`src/verilog/csss_regs.svh`:
```
`ifndef CSSS_REGS_SVH
`define CSSS_REGS_SVH

// ----------------------------------------------------------------
// Register map (index on the plain register port)
// ----------------------------------------------------------------
`define CSS_ADDR_W          2
`define CSS_REG_TRIM        2'h0
`define CSS_REG_STAT        2'h1
`define CSS_REG_FUSE        2'h2
`define CSS_DATA_ZERO       8'h00

// ----------------------------------------------------------------
// Fuse codes as read (1 = unprogrammed, 0 = programmed)
// ----------------------------------------------------------------
`define CSS_CLOCK_SOURCE_SELECT_FUSES_EXTCLK    4'h0
`define CSS_CLOCK_SOURCE_SELECT_FUSES_INTRC_LO  4'h1
`define CSS_CLOCK_SOURCE_SELECT_FUSES_INTRC_HI  4'h4
`define CSS_CLOCK_SOURCE_SELECT_FUSES_EXTRC_LO  4'h5
`define CSS_CLOCK_SOURCE_SELECT_FUSES_EXTRC_HI  4'h8
`define CSS_CLOCK_SOURCE_SELECT_FUSES_LFXTAL    4'h9
`define CSS_SUT_00          2'h0
`define CSS_SUT_01          2'h1
`define CSS_SUT_10          2'h2
`define CSS_SUT_11          2'h3
`define CSS_FUSE_PROG       1'b0
`define CSS_FREQ_ZERO       2'h0

// ----------------------------------------------------------------
// Delay counts
// ----------------------------------------------------------------
`define CSS_CNT_W           17
`define CSS_CNT_ZERO        17'h00000
`define CSS_CNT_ONE         17'h00001
`define CSS_WAKE_6          17'h00006
`define CSS_WAKE_18         17'h00012
`define CSS_WAKE_1K         17'h00400
`define CSS_RST_NONE        17'h00000
`define CSS_RST_4K          17'h01000
`define CSS_RST_64K_DEF     65536
`define CSS_WAKE_32K_DEF    32768

// ----------------------------------------------------------------
// Reset values
// ----------------------------------------------------------------
`define CSS_TRIM_RST        8'h00
`define CSS_SIG_TRIM_ADDR   8'h00

`endif

```
`src/verilog/csss_delay_cnt_fix.sv`:
```
// (intentionally empty)

```
`src/verilog/csss_pkg.sv`:
```
`include "csss_regs.svh"

package csss_pkg;

	// ----------------------------------------------------------------
	// Enumerations
	// ----------------------------------------------------------------
	typedef enum logic [4:0]
	{
		SRC_NONE   = 5'h01,
		SRC_EXTCLK = 5'h02,
		SRC_INTRC  = 5'h04,
		SRC_EXTRC  = 5'h08,
		SRC_LFXTAL = 5'h10
	} csss_src_t;

	typedef enum logic [3:0]
	{
		WK_6   = 4'h1,
		WK_18  = 4'h2,
		WK_1K  = 4'h4,
		WK_32K = 4'h8
	} csss_wake_t;

	typedef enum logic [2:0]
	{
		RK_NONE  = 3'h1,
		RK_SHORT = 3'h2,
		RK_LONG  = 3'h4
	} csss_rst_t;

	typedef enum logic [5:0]
	{
		ST_LOAD      = 6'h01,
		ST_RST_WAIT  = 6'h02,
		ST_WAKE_WAIT = 6'h04,
		ST_RUN       = 6'h08,
		ST_SLEEP     = 6'h10,
		ST_HOLD      = 6'h20
	} csss_state_t;

	// ----------------------------------------------------------------
	// State records
	// ----------------------------------------------------------------
	typedef struct packed
	{
		logic [`CSS_CNT_W-1:0] cnt;
		logic                  busy;
		logic                  done;
	} csss_cnt_st_t;

	typedef struct packed
	{
		csss_state_t st;
		logic [3:0]  clock_source_select_fuses;
		logic [1:0]  startup_time_fuses;
		logic        oscillator_option_fuse;
		logic [7:0]  trim;
		logic [7:0]  rdata;
		csss_src_t   src;
		logic [1:0]  freq;
		logic        cap_en;
		logic        err;
		logic        release_clk;
		logic        rst_delay;
		logic        sig_rd;
		logic [7:0]  sig_addr;
		logic        cnt_start;
	} csss_top_st_t;

endpackage : csss_pkg

```
`src/verilog/csss_top.sv`:
```
// Overview of operation
// - Fuse code 1001 selects the low-frequency watch crystal as source.
// - Low-frequency crystal with option fuse programmed enables internal pin capacitors.
// - Crystal start-up codes give 1K/4K, 1K/64K, 32K/64K; code 11 reserved.
// - Codes 0101 to 1000 select external RC, four rising frequency ranges.
// - External RC start-up: 18 cycles with none/4K/64K, or 6 with 4K.
// - Codes 0001 to 0100 select internal RC at 1, 2, 4, 8 MHz.
// - Internal RC wakes in 6 cycles; reset delay none/4K/64K; 11 reserved.
// - Reset copies signature byte at address 0x00 into the trim register.
// - Eight-bit trim value sets internal RC frequency, zero lowest, ones highest.
// - Reset delay is timed by the watchdog oscillator whatever the source.
// - Fuse code 0000 takes the clock straight from the crystal input pin.
// - External clock wakes in 6 cycles; reset delay none/4K/64K; 11 reserved.
// - Short reset delay is 4096, long is 65536 watchdog cycles.
// - Fuse bit one means unprogrammed, zero means programmed.
//
// The register offsets and the strobed register port are this design's own decisions.
`include "csss_regs.svh"

module csss_top
#(
	parameter int LONG_RST_WDT_CYC  = `CSS_RST_64K_DEF,
	parameter int LONG_WAKE_SRC_CYC = `CSS_WAKE_32K_DEF
)
(
	input  wire logic                   CLK_I,
	input  wire logic                   RSTN_I,
	input  wire logic             [3:0] CLK_SRC_SEL_FUSES_I,
	input  wire logic             [1:0] STARTUP_TIME_FUSES_I,
	input  wire logic                   OSC_OPTION_FUSE_I,
	input  wire logic             [7:0] SIG_BYTE_I,
	input  wire logic                   SRC_TICK_I,
	input  wire logic                   WDOG_TICK_I,
	input  wire logic                   SLEEP_I,
	input  wire logic                   WAKE_I,
	input  wire logic [`CSS_ADDR_W-1:0] ADDR_I,
	input  wire logic             [7:0] WDATA_I,
	input  wire logic                   WE_I,
	input  wire logic                   RE_I,
	output logic                  [7:0] RDATA_O,
	output logic                  [7:0] TRIM_O,
	output csss_pkg::csss_src_t         SRC_SEL_O,
	output logic                  [1:0] FREQ_RANGE_O,
	output logic                        INT_CAP_EN_O,
	output logic                        CFG_ERR_O,
	output logic                        CLK_RELEASE_O,
	output logic                        RST_DELAY_O,
	output logic                        SIG_RD_O,
	output logic                  [7:0] SIG_ADDR_O
);
	import csss_pkg::*;

	localparam logic [`CSS_CNT_W-1:0] RST_LONG_CNT  = LONG_RST_WDT_CYC[`CSS_CNT_W-1:0];
	localparam logic [`CSS_CNT_W-1:0] WAKE_LONG_CNT = LONG_WAKE_SRC_CYC[`CSS_CNT_W-1:0];

	localparam csss_top_st_t RST_ST = '{
		st:          ST_LOAD,
		clock_source_select_fuses:       `CSS_CLOCK_SOURCE_SELECT_FUSES_INTRC_LO,
		startup_time_fuses:         `CSS_SUT_10,
		oscillator_option_fuse:       ~`CSS_FUSE_PROG,
		trim:        `CSS_TRIM_RST,
		rdata:       `CSS_DATA_ZERO,
		src:         SRC_NONE,
		freq:        `CSS_FREQ_ZERO,
		cap_en:      1'b0,
		err:         1'b0,
		release_clk: 1'b0,
		rst_delay:   1'b0,
		sig_rd:      1'b1,
		sig_addr:    `CSS_SIG_TRIM_ADDR,
		cnt_start:   1'b0
	};

	csss_top_st_t          s_reg;
	csss_top_st_t          s_next;
	csss_src_t             dec_src;
	logic            [1:0] dec_freq;
	csss_wake_t            dec_wake;
	csss_rst_t             dec_rst;
	logic                  dec_err;
	logic [`CSS_CNT_W-1:0] rst_cyc;
	logic [`CSS_CNT_W-1:0] wake_cyc;
	logic                  cnt_tick;
	logic [`CSS_CNT_W-1:0] cnt_load;
	logic                  cnt_busy;
	logic                  cnt_done;

	// ----------------------------------------------------------------
	// Fuse decode of the latched fuse image
	// ----------------------------------------------------------------
	csss_fuse_decode u_dec
	(
		.clock_source_select_fuses_i (s_reg.clock_source_select_fuses),
		.sut_i   (s_reg.startup_time_fuses),
		.src_o   (dec_src),
		.freq_o  (dec_freq),
		.wake_o  (dec_wake),
		.rst_o   (dec_rst),
		.err_o   (dec_err)
	);

	// Delay kinds to cycle counts
	always_comb
	begin
		unique case (dec_rst)
			RK_NONE:  rst_cyc = `CSS_RST_NONE;
			RK_SHORT: rst_cyc = `CSS_RST_4K;
			RK_LONG:  rst_cyc = RST_LONG_CNT;
		endcase
		unique case (dec_wake)
			WK_6:   wake_cyc = `CSS_WAKE_6;
			WK_18:  wake_cyc = `CSS_WAKE_18;
			WK_1K:  wake_cyc = `CSS_WAKE_1K;
			WK_32K: wake_cyc = WAKE_LONG_CNT;
		endcase
	end

	// ----------------------------------------------------------------
	// Shared delay counter
	// ----------------------------------------------------------------
	// Reset delay always runs on the watchdog oscillator tick
	assign cnt_tick = (s_reg.st == ST_RST_WAIT) ? WDOG_TICK_I : SRC_TICK_I;
	assign cnt_load = (s_reg.st == ST_RST_WAIT) ? rst_cyc : wake_cyc;

	csss_delay_cnt u_cnt
	(
		.clk_i   (CLK_I),
		.rstn_i  (RSTN_I),
		.start_i (s_reg.cnt_start),
		.load_i  (cnt_load),
		.tick_i  (cnt_tick),
		.busy_o  (cnt_busy),
		.done_o  (cnt_done)
	);

	// ----------------------------------------------------------------
	// Sequencer, register port and outputs
	// ----------------------------------------------------------------
	always_comb
	begin
		s_next           = s_reg;
		s_next.cnt_start = 1'b0;
		s_next.rdata     = `CSS_DATA_ZERO;
		// Software trim write, drives the oscillator directly
		if (WE_I && ADDR_I == `CSS_REG_TRIM)
			s_next.trim = WDATA_I;
		unique case (s_reg.st)
			ST_LOAD:
			begin
				s_next.clock_source_select_fuses     = CLK_SRC_SEL_FUSES_I;
				s_next.startup_time_fuses       = STARTUP_TIME_FUSES_I;
				s_next.oscillator_option_fuse     = OSC_OPTION_FUSE_I;
				s_next.trim      = SIG_BYTE_I;
				s_next.st        = ST_RST_WAIT;
				s_next.cnt_start = 1'b1;
			end
			ST_RST_WAIT:
			begin
				if (dec_err)
					s_next.st = ST_HOLD;
				else if (cnt_done)
				begin
					s_next.st        = ST_WAKE_WAIT;
					s_next.cnt_start = 1'b1;
				end
			end
			ST_WAKE_WAIT:
			begin
				if (cnt_done)
					s_next.st = ST_RUN;
			end
			ST_RUN:
			begin
				if (SLEEP_I)
					s_next.st = ST_SLEEP;
			end
			ST_SLEEP:
			begin
				if (WAKE_I)
				begin
					s_next.st        = ST_WAKE_WAIT;
					s_next.cnt_start = 1'b1;
				end
			end
			ST_HOLD:
			begin
				s_next.st = ST_HOLD;
			end
		endcase
		// Read data for the cycle after the strobe
		if (RE_I)
		begin
			unique case (ADDR_I)
				`CSS_REG_TRIM: s_next.rdata = s_reg.trim;
				`CSS_REG_STAT: s_next.rdata = {s_reg.err, s_reg.src, s_reg.freq};
				`CSS_REG_FUSE: s_next.rdata = {s_reg.release_clk, s_reg.oscillator_option_fuse,
				                               s_reg.startup_time_fuses, s_reg.clock_source_select_fuses};
				default:       s_next.rdata = `CSS_DATA_ZERO;
			endcase
		end
		s_next.src  = dec_src;
		s_next.freq = dec_freq;
		s_next.err  = dec_err;
		// Capacitors on programmed option fuse, never for internal RC or with no source
		s_next.cap_en = (s_reg.oscillator_option_fuse == `CSS_FUSE_PROG) && (dec_src != SRC_NONE) &&
		                (dec_src != SRC_INTRC);
		s_next.release_clk = (s_next.st == ST_RUN);
		s_next.rst_delay   = (s_next.st == ST_RST_WAIT);
		s_next.sig_rd      = (s_next.st == ST_LOAD);
		s_next.sig_addr    = `CSS_SIG_TRIM_ADDR;
	end

	// State register
	always_ff @(posedge CLK_I)
	begin
		if (!RSTN_I)
			s_reg <= RST_ST;
		else
			s_reg <= s_next;
	end

	assign RDATA_O       = s_reg.rdata;
	assign TRIM_O        = s_reg.trim;
	assign SRC_SEL_O     = s_reg.src;
	assign FREQ_RANGE_O  = s_reg.freq;
	assign INT_CAP_EN_O  = s_reg.cap_en;
	assign CFG_ERR_O     = s_reg.err;
	assign CLK_RELEASE_O = s_reg.release_clk;
	assign RST_DELAY_O   = s_reg.rst_delay;
	assign SIG_RD_O      = s_reg.sig_rd;
	assign SIG_ADDR_O    = s_reg.sig_addr;

	// ----------------------------------------------------------------
	// Checks
	// ----------------------------------------------------------------
	logic [`CSS_CNT_W-1:0] wdt_seen;
	logic [`CSS_CNT_W-1:0] src_seen;

	// Counted ticks inside each wait phase
	always_ff @(posedge CLK_I)
	begin
		if (!RSTN_I || s_reg.cnt_start)
		begin
			wdt_seen <= `CSS_CNT_ZERO;
			src_seen <= `CSS_CNT_ZERO;
		end
		else if (cnt_busy)
		begin
			if (WDOG_TICK_I && s_reg.st == ST_RST_WAIT)
				wdt_seen <= wdt_seen + `CSS_CNT_ONE;
			if (SRC_TICK_I && s_reg.st == ST_WAKE_WAIT)
				src_seen <= src_seen + `CSS_CNT_ONE;
		end
	end

	// Expected external RC range index
	// Low code bits rotated: 0101 -> 0, 0110 -> 1, 0111 -> 2, 1000 -> 3
	function automatic logic [1:0] rc_range(input logic [3:0] code);
		return code[1:0] + 2'h3;
	endfunction : rc_range
endmodule : csss_top

```
`src/verilog/csss_delay_cnt.sv`:
```
`include "csss_regs.svh"

module csss_delay_cnt
(
	input  wire logic                  clk_i,
	input  wire logic                  rstn_i,
	input  wire logic                  start_i,
	input  wire logic [`CSS_CNT_W-1:0] load_i,
	input  wire logic                  tick_i,
	output logic                       busy_o,
	output logic                       done_o
);
	import csss_pkg::*;

	csss_cnt_st_t s_reg;
	csss_cnt_st_t s_next;

	// ----------------------------------------------------------------
	// Down counter on tick enable
	// ----------------------------------------------------------------
	always_comb
	begin
		s_next      = s_reg;
		s_next.done = 1'b0;
		if (start_i)
		begin
			s_next.cnt  = load_i;
			s_next.busy = (load_i != `CSS_CNT_ZERO);
			s_next.done = (load_i == `CSS_CNT_ZERO);
		end
		else if (s_reg.busy && tick_i)
		begin
			s_next.cnt = s_reg.cnt - `CSS_CNT_ONE;
			if (s_reg.cnt == `CSS_CNT_ONE)
			begin
				s_next.busy = 1'b0;
				s_next.done = 1'b1;
			end
		end
	end

	// Register
	always_ff @(posedge clk_i)
	begin
		if (!rstn_i)
			s_reg <= '{cnt: `CSS_CNT_ZERO, busy: 1'b0, done: 1'b0};
		else
			s_reg <= s_next;
	end

	assign busy_o = s_reg.busy;
	assign done_o = s_reg.done;

endmodule : csss_delay_cnt

```
`src/verilog/csss_fuse_decode.sv`:
```
`include "csss_regs.svh"

module csss_fuse_decode
(
	input  wire logic       [3:0] clock_source_select_fuses_i,
	input  wire logic       [1:0] sut_i,
	output csss_pkg::csss_src_t   src_o,
	output logic            [1:0] freq_o,
	output csss_pkg::csss_wake_t  wake_o,
	output csss_pkg::csss_rst_t   rst_o,
	output logic                  err_o
);
	import csss_pkg::*;

	logic [3:0] rc_off;
	logic [3:0] ic_off;

	// Range index inside each source group
	assign rc_off = clock_source_select_fuses_i - `CSS_CLOCK_SOURCE_SELECT_FUSES_EXTRC_LO;
	assign ic_off = clock_source_select_fuses_i - `CSS_CLOCK_SOURCE_SELECT_FUSES_INTRC_LO;

	// ----------------------------------------------------------------
	// Source and start-up decode
	// ----------------------------------------------------------------
	always_comb
	begin
		src_o  = SRC_NONE;
		freq_o = `CSS_FREQ_ZERO;
		wake_o = WK_6;
		rst_o  = RK_NONE;
		err_o  = 1'b1;
		if (clock_source_select_fuses_i == `CSS_CLOCK_SOURCE_SELECT_FUSES_LFXTAL)
		begin
			src_o = SRC_LFXTAL;
			unique case (sut_i)
				`CSS_SUT_00: begin wake_o = WK_1K;  rst_o = RK_SHORT; err_o = 1'b0; end
				`CSS_SUT_01: begin wake_o = WK_1K;  rst_o = RK_LONG;  err_o = 1'b0; end
				`CSS_SUT_10: begin wake_o = WK_32K; rst_o = RK_LONG;  err_o = 1'b0; end
				`CSS_SUT_11: err_o = 1'b1;
			endcase
		end
		else if (clock_source_select_fuses_i >= `CSS_CLOCK_SOURCE_SELECT_FUSES_EXTRC_LO && clock_source_select_fuses_i <= `CSS_CLOCK_SOURCE_SELECT_FUSES_EXTRC_HI)
		begin
			src_o  = SRC_EXTRC;
			freq_o = rc_off[1:0];
			err_o  = 1'b0;
			unique case (sut_i)
				`CSS_SUT_00: begin wake_o = WK_18; rst_o = RK_NONE;  end
				`CSS_SUT_01: begin wake_o = WK_18; rst_o = RK_SHORT; end
				`CSS_SUT_10: begin wake_o = WK_18; rst_o = RK_LONG;  end
				`CSS_SUT_11: begin wake_o = WK_6;  rst_o = RK_SHORT; end
			endcase
		end
		else if (clock_source_select_fuses_i >= `CSS_CLOCK_SOURCE_SELECT_FUSES_INTRC_LO && clock_source_select_fuses_i <= `CSS_CLOCK_SOURCE_SELECT_FUSES_INTRC_HI)
		begin
			src_o  = SRC_INTRC;
			freq_o = ic_off[1:0];
			unique case (sut_i)
				`CSS_SUT_00: begin rst_o = RK_NONE;  err_o = 1'b0; end
				`CSS_SUT_01: begin rst_o = RK_SHORT; err_o = 1'b0; end
				`CSS_SUT_10: begin rst_o = RK_LONG;  err_o = 1'b0; end
				`CSS_SUT_11: err_o = 1'b1;
			endcase
		end
		else if (clock_source_select_fuses_i == `CSS_CLOCK_SOURCE_SELECT_FUSES_EXTCLK)
		begin
			src_o = SRC_EXTCLK;
			unique case (sut_i)
				`CSS_SUT_00: begin rst_o = RK_NONE;  err_o = 1'b0; end
				`CSS_SUT_01: begin rst_o = RK_SHORT; err_o = 1'b0; end
				`CSS_SUT_10: begin rst_o = RK_LONG;  err_o = 1'b0; end
				`CSS_SUT_11: err_o = 1'b1;
			endcase
		end
	end

endmodule : csss_fuse_decode

```
`config.mk`:
```
export PLATFORM = sky130hd
export DESIGN_NAME = csss_top
export DESIGN_NICKNAME = d
export VERILOG_FILES = /design/src/verilog/csss_delay_cnt_fix.sv /design/src/verilog/csss_pkg.sv /design/src/verilog/csss_top.sv /design/src/verilog/csss_delay_cnt.sv /design/src/verilog/csss_fuse_decode.sv
export VERILOG_INCLUDE_DIRS = /design/src /design/src/verilog
export SDC_FILE = /design/constraint.sdc
export NUM_CORES = 1
export LEC_CHECK = 0
export ABC_AREA = 1
export BUFFER_PORTS_ARGS = -buffer_cell sky130_fd_sc_hd__buf_2
export CORE_MARGIN = 2
export CORE_UTILIZATION = 55
export CTS_BUF_LIST = sky130_fd_sc_hd__clkbuf_4 sky130_fd_sc_hd__clkbuf_8
export CTS_CLUSTER_DIAMETER = 50
export DETAILED_ROUTE_END_ITERATION = 8
export GPL_TIMING_DRIVEN = 0
export PLACE_DENSITY = 0.8
export SYNTH_ARGS = -nofsm -noshare
export SYNTH_HDL_FRONTEND = slang
export SYNTH_SLANG_ARGS = --single-unit
```
`constraint.sdc`:
```
create_clock -name CLK_I -period 2 [get_ports CLK_I]
set_input_delay 0.2 -clock CLK_I [delete_from_list [all_inputs] [get_ports CLK_I]]
set_output_delay 0.2 -clock CLK_I [all_outputs]
set_load 0.1 [all_outputs]
```
# [Word level (Yosys, flattened, before mapping)]
# Cells that the tools add are included.
[op_classes] multipliers=0 n_reduce_logical=21 shifts=0 bitwise_logic=2 add_sub_neg=3 n_lt_le_gt_ge=4 div_mod_pow=0 muxes=42 eq_ne=25
[op_table] cell="$pmux 17 s4" n=1
[op_table] cell="$pmux 17 s3" n=1
[op_table] cell="$mux 19" n=2
[op_table] cell="$pmux 6 s6" n=1
[op_table] cell="$mux 6" n=5
[op_table] cell="$pmux 8 s3" n=1
[op_table] cell="$eq 17x1->1 const B" n=1
[op_table] cell="$logic_not 17->1" n=1
[op_table] cell="$mux 17" n=1
[op_table] cell="$reduce_bool 17->1" n=1
[op_table] cell="$sub 17x1->17 const B" n=1
[op_table] cell="$mux 8" n=2
[op_table] cell="$pmux 4 s2" n=2
[op_table] cell="$mux 5" n=3
[op_table] cell="$eq 6x1->1 const B" n=2
[op_table] cell="$eq 6x2->1 const B" n=2
[op_table] cell="$eq 6x4->1 const B" n=2
[op_table] cell="$mux 3" n=4
[op_table] cell="$pmux 3 s2" n=2
[op_table] cell="$pmux 3 s3" n=1
[op_table] cell="$eq 4x4->1 const B" n=2
[op_table] cell="$mux 1" n=8
[op_table] cell="$mux 2" n=4
[op_table] cell="$mux 4" n=2
[op_table] cell="28 further kinds" n=45
[word_totals] in_bits=33 romBits=0 elab_cells=115 latch_bits=0 mem_bits_rw=0 output_inout_bits=36 register_bits=69 n_memories=0

# [Depth between registers and ports, before layout]
[logic_depth] depth_word=11 ltp_mapped=17

# [Hierarchy]
# A second synthesis with hierarchy kept.
[unflattened] hier_cells=580 hier_area_um2=3844.9
[by_module_without_submodules] mod="csss_top" cells_each=302 area_per_inst_um2=2100.8 seq_area_each_um2=840.8 n_inst=1
[by_module_without_submodules] mod="csss_delay_cnt" cells_each=212 area_per_inst_um2=1321.3 seq_area_each_um2=380.4 n_inst=1
[by_module_without_submodules] mod="csss_fuse_decode" cells_each=66 area_per_inst_um2=422.9 seq_area_each_um2=0.0 n_inst=1

# [Least setup slack after synthesis]
# Ideal clock, no wire load.
[synth_path] path_type="reg2reg" start="reg s_reg[41] in the netlist's numbering" end="reg u_cnt.s_reg, in the netlist u_cnt.busy_o" path_stages_with_launch=17 synth_period_minus_slack_ps=1615 setup_slack_ps=385 setup_ps=119 t_arrival_ps=1497 cell_sequence="dfxtp_1 -> inv_1 -> ha_1 -> inv_1 -> nand2_1 -> nand2_1 -> nand2_2 -> nor2_1 -> nand2_1 -> nand3_1 -> nand2_1 -> nand2_1 -> nor2_1 -> nor2_1 -> nand2_1 -> nand2_1 -> nor2_2"
[synth_via] elab_chain_len=10
[synth_lines] element="start: declaration" line="csss_top.sv:74" rtl="csss_top_st_t s_reg;"
[synth_lines] element="start signal: assignment" line="csss_top.sv:219" rtl="s_reg <= s_next;"
[synth_lines] element="$ge 4x1->1 (no source line), or another cell as far along"
[synth_lines] element="$logic_and 1x1->1 (no source line) / $mux 3 (equally long branches)"
[synth_lines] element="$mux 3" line="csss_fuse_decode.sv:54" rtl="else if (clock_source_select_fuses_i >= `CSS_CLOCK_SOURCE_SELECT_FUSES_INTRC_LO && clock_source_select_fuses_i ..."
[synth_lines] element="$mux 3" line="csss_fuse_decode.sv:42" rtl="else if (clock_source_select_fuses_i >= `CSS_CLOCK_SOURCE_SELECT_FUSES_EXTRC_LO && clock_source_select_fuses_i ..."
[synth_lines] element="$mux 3" line="csss_fuse_decode.sv:32" rtl="if (clock_source_select_fuses_i == `CSS_CLOCK_SOURCE_SELECT_FUSES_LFXTAL)"
[synth_lines] element="$eq 3x3->1, or another cell as far along" line="csss_top.sv:105" rtl="unique case (dec_rst)"
[synth_lines] element="$pmux 17 s3" line="csss_top.sv:105"
[synth_lines] element="$mux 17 (*)" line="csss_top.sv:123" rtl="assign cnt_load = (s_reg.st == ST_RST_WAIT) ? rst_cyc : wake_cyc;"
[synth_lines] element="$reduce_bool 17->1 (no source line) (*)"
[synth_lines] element="$mux 19 (*)" line="csss_delay_cnt.sv:25" rtl="if (start_i)"
[synth_lines] element="end signal: assignment" line="csss_delay_cnt.sv:46" rtl="s_reg <= '{cnt: `CSS_CNT_ZERO, busy: 1'b0, done: 1'b0};"
[synth_lines] element="end signal: assignment" line="csss_delay_cnt.sv:48" rtl="s_reg <= s_next;"
[synth_lines] element="end: declaration" line="csss_delay_cnt.sv:15" rtl="csss_cnt_st_t s_reg;"
# Every way passes the cells marked *; elsewhere a longest branch is shown, timed or not. The select of a mux whose other input is x is not followed.
# A chain may end at the register's enable or synchronous reset.

# [Worst setup path after layout]
[layout_path] start="reg s_reg[40] in the netlist's numbering" end="reg u_cnt.s_reg, in the netlist u_cnt.busy_o"
# The elaborated chain is that of the path after synthesis.

==> flow_summary.json <==
{
  "outcome": "complete, no violations",
  "cts_buffers": 9,
  "cp_data_required_time_ns": 2.24,
  "arrival_ns": 2.10,
  "core_area_sq_um": 5960,
  "avgSynthCellArea_sq_um": 7.04,
  "cp_num_buf_inv": 1,
  "largest_reg_flops": 17,
  "synthTopCellsByArea": "dfxtp_1, nand2_1, inv_1",
  "synth_edf_count": 0,
  "netlist_area_sq_um": 3410,
  "post_cts_buffers": 0,
  "path_common_cell": "nand2_1",
  "final_cells": 641,
  "synthMuxAreaShare": 0,
  "port_buffers": 58,
  "synthAdderAreaFrac": 0.0440,
  "slew_violations": 0,
  "final_nets": 606,
  "cts_max_path_buffers": 2,
  "synth_warnings": 0,
  "via_count": 3284,
  "hold_path.class": "in2reg",
  "rsz0062_at_grt": "true",
  "p_leak_nw": 2.08,
  "htree_levels": 3,
  "ys_ff_latch": 61,
  "fin_skew_ns": 0.0116,
  "min_path_cells": 3,
  "netlist.area_leader.share": 0.358,
  "clk_pin_slew_ns": 0.07,
  "hold_viol": 0,
  "cp_cell_sequence": "inv_1 > ha_1 > nand3_1 > nand2_2 > nand3_1 > nand3_1 > nand2_1 > nand2_1 > nor2_1 > nor2_1 > nand2_1 > nand2_1 > nor2_2",
  "ys.flop_type": "dfxtp_1",
  "clk_latency_ns": 0.35,
  "final_util": 0.677,
  "r2r-start": "s_reg[40]",
  "grt_pass1_vias": 2849,
  "startpoint_type": "flip-flop",
  "min_period_over_period": 0.933,
  "yosysSeqAreaShare": 0.358,
  "synthXorXnorAreaFrac": 0.00770,
  "layout-drive-gt1-share": 0.247,
  "grt_first_pass_wirelength_microns": 12600,
  "cts_tree": "yes",
  "r2r_setup_slack_ns": 0.13,
  "crit_fanout": 8,
  "crit_type": "reg2reg",
  "fp.dieW_microns": 82.8,
  "hold_path_end": "s_reg[37]",
  "clockRootBuffer": "clkbuf_8",
  "place_ws_ns": 0.184,
  "synth_compound_area_frac": 0.107,
  "min_from": "OSC_OPTION_FUSE_I",
  "io_pins": 69,
  "antenna_found_initial": 0,
  "cpPeakStageDelay_ns": 0.33,
  "drt_iter0_drc": 189,
  "design_area_sq_um": 4030,
  "synth_top_family_by_area": "simple AND/OR/NAND/NOR gates",
  "worst-slew-pin-transition_ns": 0.587,
  "setup_slack_ns": 0.134,
  "synth-simple-area-share": 0.316,
  "setup_viol": 0,
  "critPathTopFamily": "simple AND/OR/NAND/NOR gates",
  "grt_max_degree": 11,
  "die_area_sq_um": 6850,
  "initial_core_util": 0.573,
  "place_hpwl_microns": 5950,
  "max-cap-violations": 0,
  "synth_cell_types": 43,
  "synth_area_leader_cell": "dfxtp_1",
  "fmax_ghz": 0.536,
  "end_kind": "flip-flop",
  "route.detailed.drc": 0,
  "dr.pass1.iters": 5,
  "placed_cell_area_sq_um": 3820,
  "ff2ff_path_depth": 13,
  "gr-total-overflow": 0,
  "place_inst": 625,
  "grt_util_all_layers": 0.244,
  "relSlewSlack": 0.607,
  "finalWorstPathRequiredPeriod_ns": 1.87,
  "cp_slowest_cell": "dfxtp_1",
  "clkSinkCount": 61,
  "syn2layout_area_growth_pct": 18.1,
  "synth_cells": 485,
  "wire_per_inst_microns": 12.5,
  "async_reset_ff_frac": 0,
  "final_cell_mix": "nand2_1, inv_1, dfxtp_1, buf_2, nor2_1",
  "r2r-end": "u_cnt.busy_o",
  "ir_worst_vdd_v": 0.000598,
  "place_congestion": 0.983,
  "wl_microns": 7990,
  "drtAntennaViolNets": 0,
  "vias_per_cell": 5.12,
  "power_density_nw_per_um2": 854,
  "layout_commonest_cell": "nand2_1",
  "die_h_microns": 82.8,
  "rows": 28,
  "antenna_cells": 0
}
-- logic make-up after synthesis --
| kind of cell | Yosys count |
|---|---|
| flops | 61 |
| buf+inv | 118 |
| other cells | 1 |
| xor+xnor | 3 |
| simple gates | 226 |
| compound gates | 64 |
| fa+ha+maj | 12 |
-- synth_stat cells (2+ instances only) --
| library cell | count |
|---|---|
| nand2_1 | 101 |
| inv_1 | 70 |
| dfxtp_1 | 61 |
| nor2_1 | 50 |
| buf_4 | 31 |
| nand3_1 | 24 |
| a21oi_1 | 22 |
| o21ai_0 | 14 |
| nand4_1 | 13 |
| ha_1 | 12 |
| nor3_1 | 11 |
| a31oi_1 | 9 |
| o211ai_1 | 9 |
| inv_2 | 8 |
| o21ai_1 | 6 |
| nor4_1 | 5 |
| clkbuf_1 | 3 |
| nand2_2 | 3 |
| nor2_2 | 3 |
| buf_1 | 2 |
| buf_2 | 2 |
| nor2_4 | 2 |
| or2_1 | 2 |
| or2_2 | 2 |
| xor2_1 | 2 |
-- report_power, final --
part	switching, mW	internal, mW	leakage, nW
logic	0.706	0.261	1.48
clock network	0.495	0.633	0.103
registers	0.0624	1.29	0.498
-- through the flow --
step           power [mW]  TNS [ns]  hold WS (ns)
2_1_floorplan        2.15         0         0.326
3_3_place_gp         2.31         0         0.428
3_5_place_dp         2.33         0         0.428
4_1_cts              3.44         0        0.0718
5_1_grt              3.60   -0.0127        0.0897
6_report             3.45         0        0.0669
-- what timing repair did --
action	CTS	global route
endpoints found under the hold margin	0	0
resized for setup	0	5
endpoints found under the setup margin	0	5
hold buffers	0	0
-- final cells by class --
cell class	instances	area (sq um)
inverter	79	297
timing repair buffer	58	290
multi-input combinational	313	1660
tap	75	93.8
clock inverter	4	47.5
sequential	61	1220
buffer	39	275
clock buffer	12	153
fill	529	1920
-- how the worst max path moves through the flow --
stage	slack, ns	end	depth (start not counted)	startpoint
2_1_floorplan	0.38	u_cnt.busy_o	16	s_reg[41]
3_3_place_gp	0.20	u_cnt.busy_o	16	s_reg[41]
3_5_place_dp	0.18	u_cnt.s_reg[3]	10	s_reg[39]
4_1_cts	0.15	u_cnt.s_reg[3]	10	s_reg[39]
5_1_grt	-0.01	u_cnt.busy_o	16	s_reg[40]
6_report	0.13	u_cnt.busy_o	13	s_reg[40]
-- layer usage --
metal | up-vias | share of wire | global-route usage
met4 | 0 | 0.016 | 0.100
met3 | 13 | 0.067 | 0.0422
met5 | - | 0 | 0
li1 | 1667 | - | -
met2 | 117 | 0.48 | 0.428
met1 | 1487 | 0.43 | 0.294
-- worst min-delay path, delay by kind of cell --
| family | cells | cell delay [ns] |
|---|---|---|
| buffers and inverters | 1 | 0.08 |
| and+or+nand+nor | 2 | 0.11 |
(Power assumes the default switching activity.)
